$ cat src/logic/iepr_defines.svh
`ifndef IEPR_DEFINES_SVH
`define IEPR_DEFINES_SVH

// register indices; byte address is four times the index
`define IEPR_IDX_EDGE_0_3 8'ha4
`define IEPR_IDX_EDGE_4_7 8'ha5
`define IEPR_IDX_TFLAG 8'ha6
`define IEPR_IDX_EDGE_UP 8'ha7
`define IEPR_IDX_EN_A 8'ha8
`define IEPR_IDX_EN_B 8'ha9
`define IEPR_IDX_EN_C 8'haa
`define IEPR_IDX_EN_D 8'hab
`define IEPR_IDX_LVL_LO 8'hb8
`define IEPR_IDX_EFLAG 8'hc0
`define IEPR_IDX_LVL_HI 8'hf8
`define IEPR_IDX_EVT_STS 8'hd0
`define IEPR_IDX_EVT_MASK 8'hd1

`define IEPR_RST_VAL 8'h00

// writable bits per register
`define IEPR_KEEP_A 8'hbf
`define IEPR_KEEP_B 8'h3d
`define IEPR_KEEP_C 8'h3f
`define IEPR_KEEP_D 8'h1f
`define IEPR_KEEP_LVL 8'h3f
`define IEPR_KEEP_TFLAG 8'hef
`define IEPR_KEEP_EVT 8'h0f

`define IEPR_GATE_BIT 7

// timer_ext_flags bit positions
`define IEPR_TF_EXT8 0
`define IEPR_TF_EXT10 1
`define IEPR_TF_EXT11 2
`define IEPR_TF_EXT12 3
`define IEPR_TF_T3 5
`define IEPR_TF_T0M 6
`define IEPR_TF_T0OVF 7

// source numbers
`define IEPR_SRC_EXT10 5'h00
`define IEPR_SRC_EXT11 5'h01
`define IEPR_SRC_EXTGRP 5'h05
`define IEPR_SRC_EXT8 5'h06
`define IEPR_SRC_EXT12 5'h0b
`define IEPR_SRC_T0OVF 5'h0c
`define IEPR_SRC_T0M 5'h0d
`define IEPR_SRC_T3 5'h10
// sources latched inside, not backed by a flag register
`define IEPR_PERIPH_SRC 24'h7ec71c

`define IEPR_EDGE_NONE 2'b00
`define IEPR_EDGE_BOTH 2'b11

`endif

$ cat src/logic/iepr_pkg.sv
package iepr_pkg;

  typedef struct packed {
    logic req;
    logic [4:0] vec;
    logic [1:0] lvl;
  } iepr_offer_type;

  typedef struct packed {
    logic [7:0] edge_lo;
    logic [7:0] edge_hi;
    logic [7:0] tflag;
    logic [7:0] edge_up;
    logic [7:0] en_a;
    logic [7:0] en_b;
    logic [7:0] en_c;
    logic [7:0] en_d;
    logic [7:0] lvl_lo;
    logic [7:0] eflag;
    logic [7:0] lvl_hi;
    logic [7:0] evt_sts;
    logic [7:0] evt_mask;
    logic [23:0] pend;
    logic wb_ack;
    logic [7:0] rdat;
    iepr_offer_type offer;
  } iepr_state_type;

  typedef struct packed {
    logic prev;
  } iepr_edge_state_type;

endpackage

$ cat src/logic/iepr_edge_det.sv
`timescale 1ns/1ns
`include "iepr_defines.svh"
module iepr_edge_det (
  input wire logic clk_i,
  input wire logic rst_i,
  input wire logic pin_i,
  input wire logic [1:0] sel_i,
  output logic hit_o
);
  iepr_pkg::iepr_edge_state_type s_ff;
  iepr_pkg::iepr_edge_state_type nxt_s;

  always_comb begin
    nxt_s = s_ff;
    nxt_s.prev = pin_i;
  end

  // follows the pin under reset too, so release shows no false edge
  always_ff @(posedge clk_i) begin
    s_ff <= nxt_s;
  end

  // bit 0 selects rising, bit 1 falling
  assign hit_o = (sel_i[0] & pin_i & ~s_ff.prev) |
                 (sel_i[1] & ~pin_i & s_ff.prev);
endmodule // iepr_edge_det

$ cat src/logic/iepr_regs.sv
`timescale 1ns/1ns
`include "iepr_defines.svh"
// How it works
// - enable bank a bit 7 gates every maskable interrupt offer on offer_o; irq_o is not gated.
// - bank a bits 5..0: ext group, serial1 tx/rx/twowire, lines 11, 10.
// - bank b: line 12, serial0 tx, rx, twowire, line 8 at 5,4,3,2,0.
// - bank c bits 5..0: timer4, timer3..0 match, timer0 overflow.
// - bank d bits 4..0: interval, watchdog, watch, spi2, converter.
// - all eleven control registers reset to zero.
// - group level is high-bank bit x over low-bank bit x.
// - ext line n edge sets low flag bit n.
// - low ext flags ignore acknowledge; software writes zero.
// - edge field 00 none, 01 rise, 10 fall, 11 both.
// - lines 7..4 and 3..0 fields sit in pairs from the bottom.
// - timer/ext flags: t0 ovf, t0 match, t3, lines 12,11,10,8.
// - t0 overflow flag clears on write zero or acknowledge.
// - other timer/ext flags clear on write zero or acknowledge.
// - 24 sources form six groups of four sharing one level.
// - equal levels: lower source number served first.
// - upper edge register holds lines 12, 11, 10, 8 fields.
module iepr_regs #(
  parameter int ADR_W = 10
) (
  input wire logic clk_i,
  input wire logic rst_i,
  input wire logic cyc_i,
  input wire logic stb_i,
  input wire logic we_i,
  input wire logic [ADR_W-1:0] adr_i,
  input wire logic [3:0] sel_i,
  input wire logic [31:0] dat_i,
  output logic [31:0] dat_o,
  output logic ack_o,
  input wire logic [7:0] ext_line_i,
  input wire logic [3:0] ext_upper_i,
  input wire logic [23:0] src_evt_i,
  input wire logic int_ack_i,
  output iepr_pkg::iepr_offer_type offer_o,
  output logic irq_o
);
  iepr_pkg::iepr_state_type s_ff;
  iepr_pkg::iepr_state_type nxt_s;

  logic [11:0] hit;
  logic [11:0] lines;
  logic [23:0] fields;
  logic [23:0] pv;
  logic [23:0] en;
  logic [23:0] pclr;
  logic [7:0] tclr;
  logic [7:0] tset;
  logic [7:0] idx;
  logic [7:0] wd;
  logic [7:0] rd;
  logic [3:0] ev;
  logic wr;
  logic start;
  logic mapped;
  logic ack_clr;
  logic found;
  logic [1:0] cur_lvl;
  logic [1:0] best_lvl;
  logic [4:0] best_idx;

  assign lines = {ext_upper_i, ext_line_i};
  assign fields = {s_ff.edge_up, s_ff.edge_hi,
                   s_ff.edge_lo};

  for (genvar g = 0; g < 12; g++) begin : g_edge
    iepr_edge_det u_det (
      .clk_i(clk_i),
      .rst_i(rst_i),
      .pin_i(lines[g]),
      .sel_i(fields[2*g +: 2]),
      .hit_o(hit[g])
    );
  end

  always_comb begin
    nxt_s = s_ff;
    idx = adr_i[9:2];
    wd = dat_i[7:0];
    start = cyc_i && stb_i && !s_ff.wb_ack;
    // a write lands on the edge where the master sees ack
    wr = cyc_i && stb_i && we_i && s_ff.wb_ack && sel_i[0];
    rd = 8'h00;
    mapped = 1'b1;
    tclr = 8'h00;
    tset = 8'h00;
    pclr = 24'h000000;
    ev = 4'h0;
    found = 1'b0;
    cur_lvl = 2'b00;
    best_lvl = 2'b00;
    best_idx = 5'h00;

    // read decode
    if (idx == `IEPR_IDX_EDGE_0_3) begin
      rd = s_ff.edge_lo;
    end else if (idx == `IEPR_IDX_EDGE_4_7) begin
      rd = s_ff.edge_hi;
    end else if (idx == `IEPR_IDX_TFLAG) begin
      rd = s_ff.tflag;
    end else if (idx == `IEPR_IDX_EDGE_UP) begin
      rd = s_ff.edge_up;
    end else if (idx == `IEPR_IDX_EN_A) begin
      rd = s_ff.en_a;
    end else if (idx == `IEPR_IDX_EN_B) begin
      rd = s_ff.en_b;
    end else if (idx == `IEPR_IDX_EN_C) begin
      rd = s_ff.en_c;
    end else if (idx == `IEPR_IDX_EN_D) begin
      rd = s_ff.en_d;
    end else if (idx == `IEPR_IDX_LVL_LO) begin
      rd = s_ff.lvl_lo;
    end else if (idx == `IEPR_IDX_EFLAG) begin
      rd = s_ff.eflag;
    end else if (idx == `IEPR_IDX_LVL_HI) begin
      rd = s_ff.lvl_hi;
    end else if (idx == `IEPR_IDX_EVT_STS) begin
      rd = s_ff.evt_sts;
    end else if (idx == `IEPR_IDX_EVT_MASK) begin
      rd = s_ff.evt_mask;
    end else begin
      mapped = 1'b0;
    end

    // write decode; reserved bits are masked off
    if (wr) begin
      if (idx == `IEPR_IDX_EDGE_0_3) begin
        nxt_s.edge_lo = wd;
      end else if (idx == `IEPR_IDX_EDGE_4_7) begin
        nxt_s.edge_hi = wd;
      end else if (idx == `IEPR_IDX_TFLAG) begin
        nxt_s.tflag = wd & `IEPR_KEEP_TFLAG;
      end else if (idx == `IEPR_IDX_EDGE_UP) begin
        nxt_s.edge_up = wd;
      end else if (idx == `IEPR_IDX_EN_A) begin
        nxt_s.en_a = wd & `IEPR_KEEP_A;
      end else if (idx == `IEPR_IDX_EN_B) begin
        nxt_s.en_b = wd & `IEPR_KEEP_B;
      end else if (idx == `IEPR_IDX_EN_C) begin
        nxt_s.en_c = wd & `IEPR_KEEP_C;
      end else if (idx == `IEPR_IDX_EN_D) begin
        nxt_s.en_d = wd & `IEPR_KEEP_D;
      end else if (idx == `IEPR_IDX_LVL_LO) begin
        nxt_s.lvl_lo = wd & `IEPR_KEEP_LVL;
      end else if (idx == `IEPR_IDX_EFLAG) begin
        nxt_s.eflag = wd;
      end else if (idx == `IEPR_IDX_LVL_HI) begin
        nxt_s.lvl_hi = wd & `IEPR_KEEP_LVL;
      end else if (idx == `IEPR_IDX_EVT_STS) begin
        nxt_s.evt_sts = s_ff.evt_sts & ~wd;
      end else if (idx == `IEPR_IDX_EVT_MASK) begin
        nxt_s.evt_mask = wd & `IEPR_KEEP_EVT;
      end
    end

    // acknowledge clears the source that was on offer, except the ext group
    ack_clr = int_ack_i && s_ff.offer.req;
    if (ack_clr) begin
      case (s_ff.offer.vec)
        `IEPR_SRC_EXT8: tclr[`IEPR_TF_EXT8] = 1'b1;
        `IEPR_SRC_EXT10: tclr[`IEPR_TF_EXT10] = 1'b1;
        `IEPR_SRC_EXT11: tclr[`IEPR_TF_EXT11] = 1'b1;
        `IEPR_SRC_EXT12: tclr[`IEPR_TF_EXT12] = 1'b1;
        `IEPR_SRC_T0OVF: tclr[`IEPR_TF_T0OVF] = 1'b1;
        `IEPR_SRC_T0M: tclr[`IEPR_TF_T0M] = 1'b1;
        `IEPR_SRC_T3: tclr[`IEPR_TF_T3] = 1'b1;
        `IEPR_SRC_EXTGRP: tclr = 8'h00;
        default: pclr[s_ff.offer.vec] = 1'b1;
      endcase
    end

    tset[`IEPR_TF_EXT8] = hit[8];
    tset[`IEPR_TF_EXT10] = hit[9];
    tset[`IEPR_TF_EXT11] = hit[10];
    tset[`IEPR_TF_EXT12] = hit[11];
    tset[`IEPR_TF_T3] = src_evt_i[`IEPR_SRC_T3];
    tset[`IEPR_TF_T0M] = src_evt_i[`IEPR_SRC_T0M];
    tset[`IEPR_TF_T0OVF] = src_evt_i[`IEPR_SRC_T0OVF];

    // sets win over write-zero and acknowledge in the same cycle
    nxt_s.tflag = (nxt_s.tflag & ~tclr) | tset;
    nxt_s.eflag = nxt_s.eflag | hit[7:0];
    nxt_s.pend = (s_ff.pend & ~pclr) | (src_evt_i & `IEPR_PERIPH_SRC);

    // pending view of all 24 sources
    pv = s_ff.pend & `IEPR_PERIPH_SRC;
    pv[`IEPR_SRC_EXT10] = s_ff.tflag[`IEPR_TF_EXT10];
    pv[`IEPR_SRC_EXT11] = s_ff.tflag[`IEPR_TF_EXT11];
    pv[`IEPR_SRC_EXTGRP] = |s_ff.eflag;
    pv[`IEPR_SRC_EXT8] = s_ff.tflag[`IEPR_TF_EXT8];
    pv[`IEPR_SRC_EXT12] = s_ff.tflag[`IEPR_TF_EXT12];
    pv[`IEPR_SRC_T0OVF] = s_ff.tflag[`IEPR_TF_T0OVF];
    pv[`IEPR_SRC_T0M] = s_ff.tflag[`IEPR_TF_T0M];
    pv[`IEPR_SRC_T3] = s_ff.tflag[`IEPR_TF_T3];

    // bank bits 5..0 line up with source numbers 6k..6k+5
    en = {s_ff.en_d[5:0], s_ff.en_c[5:0],
          s_ff.en_b[5:0], s_ff.en_a[5:0]};

    // ascending scan, strict compare keeps the lowest number on a tie
    for (int i = 0; i < 24; i++) begin
      cur_lvl = {s_ff.lvl_hi[i/4], s_ff.lvl_lo[i/4]};
      if (pv[i] && en[i] && (!found || cur_lvl > best_lvl)) begin
        found = 1'b1;
        best_lvl = cur_lvl;
        best_idx = 5'(i);
      end
    end

    // held low for one cycle after an acknowledge so no stale offer
    nxt_s.offer.req = found && s_ff.en_a[`IEPR_GATE_BIT] &&
                      !int_ack_i;
    nxt_s.offer.vec = best_idx;
    nxt_s.offer.lvl = best_lvl;

    // bus slave: ack one cycle after the request
    nxt_s.wb_ack = start;
    if (start) begin
      nxt_s.rdat = rd;
    end

    ev[0] = |hit;
    ev[1] = |tset[7:5];
    ev[2] = ack_clr;
    ev[3] = start && !mapped;
    nxt_s.evt_sts = nxt_s.evt_sts | {4'h0, ev};
  end

  always_ff @(posedge clk_i) begin
    if (rst_i) begin
      s_ff <= '0;
    end else begin
      s_ff <= nxt_s;
    end
  end

  assign ack_o = s_ff.wb_ack;
  assign dat_o = {24'h000000, s_ff.rdat};
  assign offer_o = s_ff.offer;
  assign irq_o = |(s_ff.evt_sts & s_ff.evt_mask);
endmodule // iepr_regs

$ cat config.mk
export PLATFORM = sky130hd
export DESIGN_NAME = iepr_regs
export DESIGN_NICKNAME = d
export VERILOG_FILES = /design/src/logic/iepr_pkg.sv /design/src/logic/iepr_edge_det.sv /design/src/logic/iepr_regs.sv
export VERILOG_INCLUDE_DIRS = /design/src /design/src/logic
export SDC_FILE = /design/constraint.sdc
export NUM_CORES = 1
export LEC_CHECK = 0
export BUFFER_PORTS_ARGS = -buffer_cell sky130_fd_sc_hd__buf_2
export CAP_MARGIN = 40
export CORE_MARGIN = 1
export CORE_UTILIZATION = 62
export CTS_CLUSTER_DIAMETER = 150
export DETAILED_ROUTE_END_ITERATION = 6
export GPL_ROUTABILITY_DRIVEN = 0
export MAX_ROUTING_LAYER = met4
export PLACE_DENSITY = 0.87
export SETUP_SLACK_MARGIN = 0.3
export SKIP_CTS_REPAIR_TIMING = 1
export SYNTH_ARGS = -nofsm -noshare
export SYNTH_HDL_FRONTEND = slang
export SYNTH_SLANG_ARGS = --single-unit
$ cat constraint.sdc
create_clock -name clk_i -period 60.4 [get_ports clk_i]
set_input_delay 12.08 -clock clk_i [delete_from_list [all_inputs] [get_ports clk_i]]
set_output_delay 12.08 -clock clk_i [all_outputs]
set_load 0.02 [all_outputs]
==> reports/summary.txt <==
Sequential share of the synthesized area -> 32.6%
Via/cell ratio -> 6.73
# clock sinks -> 129
Total GRT Usage -> 38.9%
Crit path kind -> reg2reg
Worst R2R Start -> pv[1]$_SDFF_PP0_
Setup tns final -> 0 ns
Via count -> 7993
Port Buffers -> 69
Worst slew margin -> 33.4%
Yosys reg bits -> 129
Die height -> 115 µm
Mean Syn Cell Area -> 8.21 µm²
Worst-Margin Slew -> 0.995 ns
H-tree levels -> 4
Routed Antenna Nets -> 0
Slack of the worst reg-to-reg path -> 35.22 ns
Clock Skew -> 0.00729 ns
Cell mode on critical path -> ha_1
TritonCTS Buffers -> 17
CTS tree -> built
Vias in the first global route -> 7440
Reg clk slew, reported paths -> 0.05 ns
RSZ-0062 raised after global routing -> no
Slowest cell on the critical path -> a222oi_1
DRC viols -> 14
Largest net degree at the start of global routing -> 72
Final Cycle Share -> 41.7%
Worst EP arrival -> 25.46 ns
Crit. End Element -> flip-flop
Maximum clock path buffer count -> 2
Average routed wire per standard cell -> 20.3 µm
Failing checks -> design-rule violations
Final std cells w/o fill -> 1187
1st-iter DRT viols -> 1365
Final HPWL DP -> 16700 µm
Crit path time final -> 25.18 ns
WL final -> 24100 µm
Die width -> 115 µm
Peak VDD IR -> 0.0227 mV
CP Launch Type -> flip-flop
Main synth FF type -> dfxtp_1
Post-synth ARST share -> 0%
Commonest cells after routing, fill and taps aside -> 145 x nor2_1, 129 x dfxtp_1, 80 x mux2i_1
Number of flops mapped to enable cells by yosys -> 0
Insertion delay of the later-clocked pin in the worst-skew pair -> 0.43 ns
Post-Syn Area -> 7920 µm²
Setup slack after layout -> 35.22 ns
CTS root buf -> clkbuf_16
Core area -> 12200 µm²
Pre-CTS WS -> 35.84 ns
GRT overflow -> 0
Post-layout power -> 0.000220 W
Max-cap viol count -> 0
Setup violations, final -> 0
Layout cells sized above 1 -> 15.1%
Final #Nets -> 1117
Power per Cell Area -> 24.8 nW/µm²
HP Class -> reg2reg
Initial Utilization -> 64.8%
Post-synth cell types -> 79
Die area -> 13200 µm²
Status -> complete, but fails checks
Row cnt -> 40
Antenna violations before repair -> 0
Final Max Tran Viols -> 0
Number of I/O pins -> 130
N_diodes -> 0
Worst path max stage delay -> 0.83 ns
Hold Vio Cnt, Final -> 0
Syn. warnings -> 0
P&R area growth vs syn -> 12.0%
CP required -> 60.68 ns
Most common cell after layout, fill and taps aside -> nor2_1
First-pass GRT wire length -> 38100 µm
Crit-path max FO -> 8
HP Start -> dat_o[5]$_SDFFE_PP0P_
Max Fclk -> 0.0397 GHz
Leak -> 3.68 nW
Mapped Cells -> 964
DR pass1 iterations -> 7
# placed instances -> 1154
Worst Setup SP -> pv[1]$_SDFF_PP0_
==> worst paths after layout <==
path / endpoint / cells past startpoint
min reg2reg: dat_o[5]$_SDFFE_PP0P_ / 2
max reg2reg: offer_o[4]$_SDFF_PP0_ / 110
max: offer_o[4]$_SDFF_PP0_ / 110
min: dat_o[5]$_SDFFE_PP0P_ / 2
==> synth_stat cells (3+ instances only) <==
| master | instances | share of area [%] |
|---|---|---|
| o21a_1 | 3 | 0.28 |
| a22oi_1 | 10 | 0.95 |
| clkbuf_1 | 36 | 1.7 |
| a222oi_1 | 4 | 0.51 |
| o32ai_1 | 4 | 0.44 |
| o21ai_0 | 39 | 2.5 |
| o21ai_1 | 4 | 0.25 |
| a211o_1 | 4 | 0.44 |
| a311oi_1 | 3 | 0.33 |
| nor4_1 | 5 | 0.40 |
| o21bai_1 | 4 | 0.38 |
| o211ai_1 | 3 | 0.28 |
| a221oi_1 | 10 | 1.1 |
| o221ai_1 | 7 | 0.77 |
| a21oi_1 | 64 | 4.0 |
| and3_1 | 8 | 0.63 |
| ha_1 | 23 | 3.6 |
| o22ai_1 | 6 | 0.47 |
| nor2b_1 | 8 | 0.63 |
| or4_1 | 3 | 0.28 |
| nand4_1 | 7 | 0.55 |
| nand3_1 | 19 | 1.2 |
| mux4_2 | 3 | 0.85 |
| nand2_1 | 72 | 3.4 |
| and2_1 | 16 | 1.3 |
| nor3b_1 | 3 | 0.28 |
| nor3_1 | 20 | 1.3 |
| nand2b_1 | 13 | 1.0 |
| a31oi_1 | 21 | 1.7 |
| nor2_1 | 145 | 6.9 |
| a211oi_1 | 9 | 0.85 |
| mux2i_1 | 80 | 10 |
| o31ai_1 | 4 | 0.38 |
| a2111oi_0 | 4 | 0.44 |
| dfxtp_1 | 129 | 33 |
| or2_2 | 6 | 0.47 |
| inv_1 | 35 | 1.7 |
| a21o_1 | 4 | 0.38 |
| mux2_2 | 17 | 2.4 |
| buf_4 | 40 | 3.8 |
| nand3b_1 | 17 | 1.6 |
| or3b_2 | 4 | 0.44 |
==> metal layers <==
layer | GRT usage [%] | up-vias | part of all wire (%)
met2 | 59.6 | 581 | 45
met4 | 19.0 | 0 | 4.9
met3 | 9.44 | 121 | 11
li1 | - | 3554 | -
met1 | 47.9 | 3737 | 39
met5 | - | - | 0
==> logic make-up after synthesis <==
family | after synthesis | synth area share (%)
muxes | 101 | 13.6
other | 1 | 0.0474
adders and majority gates | 25 | 3.89
xor gates and xnor gates | 1 | 0.111
buffers and inverters | 114 | 7.41
DFF | 129 | 32.6
and+or+nand+nor | 355 | 21.3
AOI/OAI and AO/OA | 238 | 21.0
==> critical path: cells and delay by family, from the launching register on <==
family	cells	cell delay (ns)
flip-flops	1	0.39
multiplexers	12	3.87
adder cells (fa/ha/maj)	19	5.26
AO/OA/AOI/OAI	38	8.28
AND/OR/NAND/NOR	40	7.07
buffers and inverters	1	0.13
==> area by class of cell <==
cell class / count / area, µm²
Tap cell: 168 / 210
Clock inverter: 12 / 228
Inverter: 35 / 131
Clock buffer: 20 / 467
Timing Repair Buffer: 79 / 418
Fill cell: 902 / 3340
Sequential cell: 129 / 2580
Multi-Input combinational cell: 744 / 4830
==> through the flow <==
step / util (%) / instance area [µm²] / hold WS [ns]
finish: 72.6 / 8870 / 0.455
global route: 72.6 / 8870 / 0.475
CTS: 72.6 / 8860 / 0.457
detailed placement: 66.9 / 8170 / 0.447
global placement: 66.7 / 8150 / 0.435
floorplan: - / 8000 / 0.426
==> sequential cells by signal, summed over array words and instances, names as in the netlist <==
register,cells
fields,24
s_ff,31
en,22
cur_lvl,2
pv,21
g_edge.u_det.s_ff,12
dat_o,8
ack_o,1
offer_o,8
==> power breakdown <==
group | total (W) | switching [W] | internal (W)
clock network | 0.000121 | 0.0000398 | 0.0000809
registers | 0.0000880 | 0.00000123 | 0.0000868
logic | 0.0000112 | 0.00000792 | 0.00000331
Note: power is estimated with default switching activity, not from simulation.
